===== config.mk =====
export PLATFORM = sky130hd
export DESIGN_NAME = uart_channel_mode_flow_ctrl
export DESIGN_NICKNAME = d
export VERILOG_FILES = /design/src/rtl/uart_chan_pkg.sv /design/src/rtl/uart_channel_mode_flow_ctrl.sv /design/src/rtl/chan_fifo.sv
export VERILOG_INCLUDE_DIRS = /design/src /design/src/rtl
export SDC_FILE = /design/constraint.sdc
export NUM_CORES = 1
export LEC_CHECK = 0
export BUFFER_PORTS_ARGS = -buffer_cell sky130_fd_sc_hd__buf_2
export CAP_MARGIN = 10
export CELL_PAD_IN_SITES_DETAIL_PLACEMENT = 0
export CELL_PAD_IN_SITES_GLOBAL_PLACEMENT = 1
export CORE_MARGIN = 4
export CORE_UTILIZATION = 53
export DETAILED_ROUTE_END_ITERATION = 12
export PLACE_DENSITY = 0.81
export SLEW_MARGIN = 20
export SYNTH_ARGS = -nofsm -noshare
export SYNTH_HDL_FRONTEND = slang
export SYNTH_SLANG_ARGS = --single-unit

===== constraint.sdc =====
create_clock -name sys_clk_i -period 4.8 [get_ports sys_clk_i]
set_clock_uncertainty 0.05 [all_clocks]
set_input_delay 0.96 -clock sys_clk_i [delete_from_list [all_inputs] [get_ports sys_clk_i]]
set_output_delay 0.96 -clock sys_clk_i [all_outputs]
set_load 0.05 [all_outputs]

===== src/rtl/uart_chan_params.svh =====
// Purpose: register offsets, field positions, reset values and bit timing
// Assumes: 32-bit classic bus, one register per aligned word
// Notes: offsets are byte addresses
`ifndef UART_CHAN_PARAMS_SVH
`define UART_CHAN_PARAMS_SVH
`define REG_MODE_TWO 5'h00
`define REG_CTRL 5'h04
`define REG_TXDATA 5'h08
`define REG_RXDATA 5'h0C
`define REG_STATUS 5'h10
`define MODE_RST 8'h00
`define CTRL_RST 8'h00
`define MODE_CHAN_HI 7
`define MODE_CHAN_LO 6
`define MODE_RTS_AUTO 5
`define MODE_CTS_EN 4
`define MODE_STOP_HI 3
`define CTRL_TX_EN 0
`define CTRL_RX_EN 1
`define CTRL_OPR 2
`define CTRL_LEN_LO 3
`define CTRL_PAR_EN 5
`define CTRL_PAR_ODD 6
`define CTRL_EXT1X 7
`define TICKS_PER_BIT 6'd16
`define HALF_BIT 6'd8
`define STOP_SHORT_BASE 6'd9
`define STOP_LONG_BASE 6'd25
`define STOP_5BIT_ADD 6'd8
`define ECHO_HOLD_TICKS 5'd16
`define FIFO_DEPTH 16
`endif


===== src/rtl/uart_chan_pkg.sv =====
// Purpose: types shared by the channel and its test bench
// Assumes: uart_chan_params.svh on the include path
// Notes: none
package uart_chan_pkg;
  `include "uart_chan_params.svh"
  typedef enum logic [1:0] {
    NORMAL = 2'h0, AUTO_ECHO = 2'h1, LOCAL_LOOP = 2'h2, REMOTE_LOOP = 2'h3
  } chan_mode_t;
  typedef enum logic [5:0] {
    TX_IDLE = 6'h01, TX_START = 6'h02, TX_DATA = 6'h04,
    TX_PAR = 6'h08, TX_STOP = 6'h10, TX_RTS = 6'h20
  } tx_state_t;
  typedef enum logic [4:0] {
    RX_IDLE = 5'h01, RX_START = 5'h02, RX_DATA = 5'h04, RX_PAR = 5'h08, RX_STOP = 5'h10
  } rx_state_t;
  typedef struct packed {
    logic cyc;
    logic stb;
    logic we;
    logic [4:0] adr;
    logic [3:0] sel;
    logic [31:0] dat;
  } wb_req_t;
  typedef struct packed {
    logic ack;
    logic [31:0] dat;
  } wb_rsp_t;
  typedef struct packed {
    logic [7:0] mode;
    logic [7:0] ctrl;
    logic ack;
    logic [31:0] rdat;
    logic [7:0] div;
    tx_state_t tx_st;
    logic [5:0] tx_cnt;
    logic [2:0] tx_bit;
    logic [7:0] tx_sh;
    logic tx_par;
    logic tx_line;
    logic tx_pin;
    rx_state_t rx_st;
    logic [5:0] rx_cnt;
    logic [2:0] rx_bit;
    logic [7:0] rx_sh;
    logic rx_par;
    logic rx_prev;
    logic [7:0] rx_data;
    logic rx_rdy;
    logic fe;
    logic pe;
    logic brk;
    logic echo_line;
    logic [4:0] echo_hold;
  } chan_state_t;
  localparam chan_state_t CHAN_RST = '{
    mode: `MODE_RST, ctrl: `CTRL_RST, tx_st: TX_IDLE, rx_st: RX_IDLE,
    tx_line: 1'b1, tx_pin: 1'b1, rx_prev: 1'b1, echo_line: 1'b1, default: '0};
endpackage : uart_chan_pkg


===== src/rtl/uart_channel_mode_flow_ctrl.sv =====
// Purpose: one serial channel with channel modes, auto RTS, CTS gating, stop length
// Assumes: classic single-cycle bus master, inputs synchronous to sys_clk_i
// Notes: bit timing from a 16x tick shared by receiver and transmitter
//
// Decided for this implementation: the Wishbone interface to the registers.
`timescale 1ns/10ps
`include "uart_chan_params.svh"
module uart_channel_mode_flow_ctrl import uart_chan_pkg::*; #(
  parameter int BAUD_DIV = 8,
  parameter int FIFO_DEPTH = `FIFO_DEPTH
) (
  // clock and reset
  input wire logic sys_clk_i,
  input wire logic rstn_i,
  // register bus
  input wire wb_req_t wb_i,
  output wb_rsp_t wb_o,
  // serial line
  input wire logic serial_rx_in_i,
  output logic serial_tx_out_o,
  // modem control
  input wire logic clear_to_send_in_n_i,
  output logic request_to_send_out_n_o
);
  chan_state_t st_q;
  chan_state_t d;
  logic tick;
  logic wr;
  logic echo_m;
  logic echo_now;
  logic auto_rts;
  logic rx_in;
  logic [2:0] last_bit;
  logic [7:0] rx_word;
  logic [7:0] status;
  logic fifo_push;
  logic fifo_pop;
  logic fifo_in_ready;
  logic fifo_out_valid;
  logic [7:0] fifo_out_data;

  function automatic logic is_echo(input logic [7:0] m);
    is_echo = (m[`MODE_CHAN_HI:`MODE_CHAN_LO] == AUTO_ECHO) ||
              (m[`MODE_CHAN_HI:`MODE_CHAN_LO] == REMOTE_LOOP);
  endfunction : is_echo

  // stop length in 16x ticks
  function automatic logic [5:0] stop_ticks(input logic [3:0] code, input logic [1:0] clen,
                                            input logic ext1x);
    logic [5:0] t;
    t = code[3] ? `STOP_LONG_BASE : `STOP_SHORT_BASE;
    t = t + {3'h0, code[2:0]};
    if (!code[3] && clen == 2'h0) begin
      t = t + `STOP_5BIT_ADD;
    end
    if (ext1x) begin
      t = code[3] ? (`TICKS_PER_BIT << 1) : `TICKS_PER_BIT;
    end
    stop_ticks = t;
  endfunction : stop_ticks

  function automatic logic mode_is(input logic [7:0] m, input chan_mode_t c);
    mode_is = (m[`MODE_CHAN_HI:`MODE_CHAN_LO] == c);
  endfunction : mode_is

  chan_fifo #(
    .WIDTH(8),
    .DEPTH(FIFO_DEPTH)
  ) u_tx_fifo (
    .sys_clk_i(sys_clk_i),
    .rstn_i(rstn_i),
    .in_valid_i(fifo_push),
    .in_ready_o(fifo_in_ready),
    .in_data_i(wb_i.dat[7:0]),
    .out_valid_o(fifo_out_valid),
    .out_ready_i(fifo_pop),
    .out_data_o(fifo_out_data)
  );

  assign serial_tx_out_o = st_q.tx_pin;
  assign request_to_send_out_n_o = ~st_q.ctrl[`CTRL_OPR];
  assign wb_o.ack = st_q.ack;
  assign wb_o.dat = st_q.rdat;

  always_comb begin
    d = st_q;
    fifo_push = 1'b0;
    fifo_pop = 1'b0;
    tick = (st_q.div == 8'(BAUD_DIV - 1));
    d.div = tick ? 8'h00 : st_q.div + 8'h01;
    echo_m = is_echo(st_q.mode);
    echo_now = echo_m || (st_q.echo_hold != 5'h00);
    last_bit = {1'b0, st_q.ctrl[`CTRL_LEN_LO+1:`CTRL_LEN_LO]} + 3'h4;
    auto_rts = st_q.mode[`MODE_RTS_AUTO] && !st_q.ctrl[`CTRL_TX_EN] &&
               st_q.ctrl[`CTRL_OPR] && !fifo_out_valid;
    rx_in = mode_is(st_q.mode, LOCAL_LOOP) ? st_q.tx_line : serial_rx_in_i;
    rx_word = st_q.rx_sh >> (2'h3 - st_q.ctrl[`CTRL_LEN_LO+1:`CTRL_LEN_LO]);
    wr = wb_i.we && wb_i.sel[0];
    status = '0;
    status[0] = fifo_in_ready && !echo_m;
    status[1] = !fifo_out_valid && (st_q.tx_st == TX_IDLE) && !echo_m;
    status[2] = st_q.rx_rdy;
    status[3] = st_q.pe && !mode_is(st_q.mode, REMOTE_LOOP);
    status[4] = st_q.fe && !mode_is(st_q.mode, REMOTE_LOOP);
    status[5] = st_q.brk && !mode_is(st_q.mode, REMOTE_LOOP);
    status[6] = st_q.ctrl[`CTRL_OPR];

    // transmitter, runs on its own in normal mode
    if (tick) begin
      d.tx_cnt = st_q.tx_cnt + 6'h01;
      case (st_q.tx_st)
        TX_IDLE: begin
          d.tx_cnt = '0;
          // CTS is looked at only here, between characters
          if (!echo_now && fifo_out_valid &&
              !(st_q.mode[`MODE_CTS_EN] && clear_to_send_in_n_i)) begin
            fifo_pop = 1'b1;
            d.tx_sh = fifo_out_data;
            d.tx_line = 1'b0;
            d.tx_par = st_q.ctrl[`CTRL_PAR_ODD];
            d.tx_st = TX_START;
          end else if (auto_rts) begin
            d.tx_st = TX_RTS;
          end
        end
        TX_START: begin
          if (st_q.tx_cnt == `TICKS_PER_BIT - 6'h01) begin
            d.tx_cnt = '0;
            d.tx_bit = '0;
            d.tx_line = st_q.tx_sh[0];
            d.tx_par = st_q.tx_par ^ st_q.tx_sh[0];
            d.tx_st = TX_DATA;
          end
        end
        TX_DATA: begin
          if (st_q.tx_cnt == `TICKS_PER_BIT - 6'h01) begin
            d.tx_cnt = '0;
            if (st_q.tx_bit == last_bit) begin
              d.tx_line = st_q.ctrl[`CTRL_PAR_EN] ? st_q.tx_par : 1'b1;
              d.tx_st = st_q.ctrl[`CTRL_PAR_EN] ? TX_PAR : TX_STOP;
            end else begin
              d.tx_bit = st_q.tx_bit + 3'h1;
              d.tx_sh = st_q.tx_sh >> 1;
              d.tx_line = st_q.tx_sh[1];
              d.tx_par = st_q.tx_par ^ st_q.tx_sh[1];
            end
          end
        end
        TX_PAR: begin
          if (st_q.tx_cnt == `TICKS_PER_BIT - 6'h01) begin
            d.tx_cnt = '0;
            d.tx_line = 1'b1;
            d.tx_st = TX_STOP;
          end
        end
        TX_STOP: begin
          if (st_q.tx_cnt == stop_ticks(st_q.mode[`MODE_STOP_HI:0],
                                        st_q.ctrl[`CTRL_LEN_LO+1:`CTRL_LEN_LO],
                                        st_q.ctrl[`CTRL_EXT1X]) - 6'h01) begin
            d.tx_cnt = '0;
            d.tx_st = TX_IDLE;
          end
        end
        TX_RTS: begin
          // one bit time of idle line after the last stop bit
          if (!auto_rts) begin
            d.tx_st = TX_IDLE;
          end else if (st_q.tx_cnt == `TICKS_PER_BIT - 6'h01) begin
            d.ctrl[`CTRL_OPR] = 1'b0;
            d.tx_st = TX_IDLE;
          end
        end
        default: begin
          d.tx_st = TX_IDLE;
        end
      endcase
    end

    // register bus, single-cycle ack except on a full transmit FIFO
    d.ack = 1'b0;
    if (wb_i.cyc && wb_i.stb && !st_q.ack) begin
      d.ack = 1'b1;
      d.rdat = '0;
      case (wb_i.adr)
        `REG_MODE_TWO: begin
          d.rdat = {24'h0, st_q.mode};
          if (wr) begin
            d.mode = wb_i.dat[7:0];
          end
        end
        `REG_CTRL: begin
          d.rdat = {24'h0, st_q.ctrl};
          if (wr) begin
            d.ctrl = wb_i.dat[7:0];
          end
        end
        `REG_TXDATA: begin
          if (wr && st_q.ctrl[`CTRL_TX_EN]) begin
            d.ack = fifo_in_ready;
            fifo_push = fifo_in_ready;
          end
        end
        `REG_RXDATA: begin
          d.rdat = {24'h0, st_q.rx_data};
          if (!wb_i.we) begin
            d.rx_rdy = 1'b0;
            d.fe = 1'b0;
            d.pe = 1'b0;
            d.brk = 1'b0;
          end
        end
        `REG_STATUS: begin
          d.rdat = {24'h0, status};
        end
        default: begin
          d.rdat = '0;
        end
      endcase
    end

    // receiver and echo path, after the bus so a new character beats a read clear
    if (tick) begin
      d.rx_prev = rx_in;
      d.echo_line = rx_in;
      if (st_q.echo_hold != 5'h00) begin
        d.echo_hold = st_q.echo_hold - 5'h01;
      end
      d.rx_cnt = st_q.rx_cnt + 6'h01;
      case (st_q.rx_st)
        RX_IDLE: begin
          d.rx_cnt = '0;
          // edge, not level, so a held break does not restart the receiver
          if (st_q.rx_prev && !rx_in) begin
            d.rx_st = RX_START;
          end
        end
        RX_START: begin
          if (st_q.rx_cnt == `HALF_BIT - 6'h01) begin
            d.rx_cnt = '0;
            d.rx_bit = '0;
            d.rx_par = 1'b0;
            d.rx_st = rx_in ? RX_IDLE : RX_DATA;
          end
        end
        RX_DATA: begin
          if (st_q.rx_cnt == `TICKS_PER_BIT - 6'h01) begin
            d.rx_cnt = '0;
            d.rx_sh = {rx_in, st_q.rx_sh[7:1]};
            d.rx_par = st_q.rx_par ^ rx_in;
            d.rx_bit = st_q.rx_bit + 3'h1;
            if (st_q.rx_bit == last_bit) begin
              d.rx_st = st_q.ctrl[`CTRL_PAR_EN] ? RX_PAR : RX_STOP;
            end
          end
        end
        RX_PAR: begin
          if (st_q.rx_cnt == `TICKS_PER_BIT - 6'h01) begin
            d.rx_cnt = '0;
            d.rx_par = st_q.rx_par ^ rx_in;
            d.rx_st = RX_STOP;
          end
        end
        RX_STOP: begin
          if (st_q.rx_cnt == `TICKS_PER_BIT - 6'h01) begin
            d.rx_cnt = '0;
            d.rx_st = RX_IDLE;
            if (echo_m && st_q.ctrl[`CTRL_TX_EN]) begin
              d.echo_hold = `ECHO_HOLD_TICKS;
            end
            if (st_q.ctrl[`CTRL_RX_EN] && !mode_is(st_q.mode, REMOTE_LOOP)) begin
              d.rx_data = rx_word;
              d.rx_rdy = 1'b1;
              d.fe = !rx_in;
              d.pe = st_q.ctrl[`CTRL_PAR_EN] &&
                     (st_q.rx_par != st_q.ctrl[`CTRL_PAR_ODD]);
              d.brk = (rx_word == 8'h00) && !rx_in;
            end
          end
        end
        default: begin
          d.rx_st = RX_IDLE;
        end
      endcase
    end

    // pin: echoed line, held mark in local loop, else own transmitter
    if (echo_now) begin
      d.tx_pin = st_q.echo_line;
    end else if (mode_is(st_q.mode, LOCAL_LOOP)) begin
      d.tx_pin = 1'b1;
    end else begin
      d.tx_pin = st_q.tx_line;
    end
  end

  always_ff @(posedge sys_clk_i or negedge rstn_i) begin
    if (!rstn_i) begin
      st_q <= CHAN_RST;
    end else begin
      st_q <= d;
    end
  end
endmodule : uart_channel_mode_flow_ctrl


===== src/rtl/chan_fifo.sv =====
// Purpose: flip-flop FIFO with valid/ready on both sides
// Assumes: DEPTH is a power of two
// Notes: out_data is valid whenever out_valid is high
`timescale 1ns/10ps
module chan_fifo #(
  parameter int WIDTH = 8,
  parameter int DEPTH = 16
) (
  // clock and reset
  input wire logic sys_clk_i,
  input wire logic rstn_i,
  // fill side
  input wire logic in_valid_i,
  output logic in_ready_o,
  input wire logic [WIDTH-1:0] in_data_i,
  // drain side
  output logic out_valid_o,
  input wire logic out_ready_i,
  output logic [WIDTH-1:0] out_data_o
);
  localparam int AW = $clog2(DEPTH);
  typedef struct packed {
    logic [DEPTH-1:0][WIDTH-1:0] mem;
    logic [AW-1:0] wr;
    logic [AW-1:0] rd;
    logic [AW:0] cnt;
  } fifo_state_t;
  fifo_state_t st_q;
  fifo_state_t st_d;
  logic push;
  logic pop;

  assign in_ready_o = (st_q.cnt != (AW+1)'(DEPTH));
  assign out_valid_o = (st_q.cnt != '0);
  assign out_data_o = st_q.mem[st_q.rd];

  always_comb begin
    st_d = st_q;
    push = in_valid_i && in_ready_o;
    pop = out_ready_i && out_valid_o;
    if (push) begin
      st_d.mem[st_q.wr] = in_data_i;
      st_d.wr = st_q.wr + 1'b1;
    end
    if (pop) begin
      st_d.rd = st_q.rd + 1'b1;
    end
    if (push && !pop) begin
      st_d.cnt = st_q.cnt + 1'b1;
    end else if (pop && !push) begin
      st_d.cnt = st_q.cnt - 1'b1;
    end
  end

  always_ff @(posedge sys_clk_i or negedge rstn_i) begin
    if (!rstn_i) begin
      st_q <= '0;
    end else begin
      st_q <= st_d;
    end
  end
endmodule : chan_fifo


==> results.toml <==
[timing]
hold_viol_final = 0
fmax_mhz = 274.7
finalCritPeriodShare = 0.7583
hold_slack_ps = 406.1
setup-violations-final = 0
slew_violations = 0
rsz0062_at_grt = "false"
tightest_slew_ps = 917.9
tns_ps = 0
max_slew_margin = 0.3858
fin_crit_ps = 3640

[critical_path]
r2r_start = "st_q[117]"
worst_setup_path_start_kind = "flop"
cp.required_ps = 5170
end_kind = "flop"
cp_max_fo = 8
crit_start = "st_q[117]"
worst_ep_arrival_time_ps = 4010
criticalPathCategory = "flop to flop"

[cts]
root_buffer = "clkbuf_16"
post_cts.repair.setup_buffers = 0
numCtsBuffers = 26
clk_latency_ps = 540
path_clk_slew_ps = 60
htree_levels = 1
cts.sinks = 241
cts_hold_buffers = 0
cts_buffer_depth = 3
cts_resized = 0
tritoncts = "yes"

[die]
start_util = 0.5447
rows = 55
core_area_mm2 = 0.02292
fp.dieW_um = 161.5
pin_count = 83
die-area_mm2 = 0.02607
die_h_um = 161.5

[routing]
vias = 8391
drtAntennaViolNets = 0
routedWlPerCell_um = 18.83
finalWirelength_um = 27140
first_pass_iters = 5
drc = 0
drt_iter0_drc = 583
vias_per_cell = 5.823

[synthesis]
ys_seq_elements = 241
yosys_warnings = 0
syn_inst = 1092
synth_top_area_frac = 0.4731
synth.most_common_cell = "dfrtp_1"
synthArstFlopShare = 1.000
avgSynthCellArea_um2 = 11.43
synth_edf_count = 0
synthTopCellsByCount = "dfrtp_1, mux2_2, nand2_1, o21ai_0, nor2_1"
ys_seq_area_frac = 0.4836
netlist_area_mm2 = 0.01248
synth.top_cells.by_area = "dfrtp_1, mux2_2, mux4_2, nand2_1, o21ai_0"
ys.flop_type = "dfrtp_1"
synth_area_leader_cell = "dfrtp_1"
ys_types = 69

[layout]
fillerInstances = 1927
num_antenna_cells = 0
layout-drive-gt1-share = 0.2677
area_growth_syn_to_layout_pct = 9.502
final_core_util = 0.5965
fin_nets = 1177

[run_status]
status = "finished, final reports clean"

[placement]
dp_hpwl_um = 18660
place.gp.congestion = 0.8165
portBuffers = 31

[pwr]
p_total_mw = 4.529
p_leak_nw = 6.404
power_density_mw_per_mm2 = 331.3
irDropWorstVdd_mv = 0.3135

[hold_path]
min_path_type = "flop to flop"
min-delay-start = "st_q[68]"

[global_route]
grt_antenna_before_repair = 0
grt_start_max_net_pins = 118
grt_use_total = 0.2155
grt_pass1_wl_um = 45960
grt_pass1_vias = 8538
overflow = 0

[run]
max_cap_violations = 0
[state kept, by name, indices dropped and copies added, names as in the netlist]
name and count:
u_tx_fifo.st_q 141, st_q 90, wb_o 9, serial_tx_out_o 1
[critical path, cell delays in order (launching register included)]
cell and delay [ps]:
dfrtp_1 470, ha_1 250, ha_1 270, xor2_1 170, ha_1 300, or3_1 310
mux2i_1 140, a32oi_1 140, xnor2_1 150, or4_4 570, o31ai_4 410, o21ai_1 110
a21o_1 180
[final timing paths]
path	end	slack (ps)	cells past startpoint
setup / recovery	st_q[58]	1160	12
hold / removal	st_q[68]	410	1
setup reg to reg	st_q[58]	1160	12
hold reg to reg	st_q[68]	410	1
max in group asynchronous	u_tx_fifo.st_q[5]	3240	2
min in group asynchronous	st_q[36]	440	1
[stage by stage]
stage / area (um2) / instances / setup WS (ps)
final: 13670 / 1441 / 1160
after detailed placement: 12840 / 1394 / 1219
after global placement: 12840 / 1394 / 1250
after floorplan: 12570 / 1115 / 1541
after CTS: 13660 / 1441 / 1183
after global routing: 13670 / 1441 / 969.6
[cell families (layout without fill, tap and decap cells)]
family,count (synthesis),count (layout),share of synthesized area
compound gates,187,187,0.09652
xor+xnor,35,35,0.02566
fa+ha+maj,20,20,0.02065
buf+inv,106,119,0.04280
flops,241,241,0.4836
mux,214,214,0.2159
other cells,1,24,0.0003004
simple gates,288,288,0.1146
[cell usage in the layout (no fill, tap or decap), types with 6 or more instances in the layout]
cell type / instances
a22o_1: 12
xnor2_1: 21
a21oi_1: 36
buf_2: 30
buf_4: 22
mux2_2: 162
clkbuf_1: 13
conb_1: 24
nor3_2: 6
a22oi_1: 12
and3_1: 8
inv_1: 19
clkbuf_16: 26
nand4_1: 7
a21o_1: 13
mux2i_1: 24
ha_1: 19
nand3_1: 32
nor3_1: 23
xor2_1: 13
dfrtp_1: 235
mux4_2: 28
nand2b_1: 10
nand2_1: 98
a31oi_1: 6
nor2_1: 56
o21ai_0: 61
[routing by layer]
metal / vias up / wire length [um] / global-route usage
li1: 3944 / - / -
met1: 4230 / 13430 / 0.3328
met2: 178 / 11990 / 0.3238
met3: 39 / 1169 / 0.03164
met4: 0 / 555 / 0.05118
met5: - / 0 / 0
[area by class of cell]
type                            instances  area, um2  area share
Inverter                               19      71.32    0.005217
Timing Repair Buffer                   53      330.3     0.02416
Sequential cell                       241       6038      0.4417
Multi-Input combinational cell        768       6022      0.4405
Clock inverter                          7      102.6    0.007506
Clock buffer                           40      713.2     0.05217
Tap cell                              313      391.6     0.02865
[where the power goes]
| part | internal, mW | switching [mW] | total [mW] | leakage (nW) |
|---|---|---|---|---|
| Clock | 1.13 | 0.809 | 1.94 | 0.391 |
| Combinational | 0.131 | 0.246 | 0.377 | 2.74 |
| Sequential | 2.10 | 0.106 | 2.21 | 3.28 |
(Power assumes the default switching activity.)
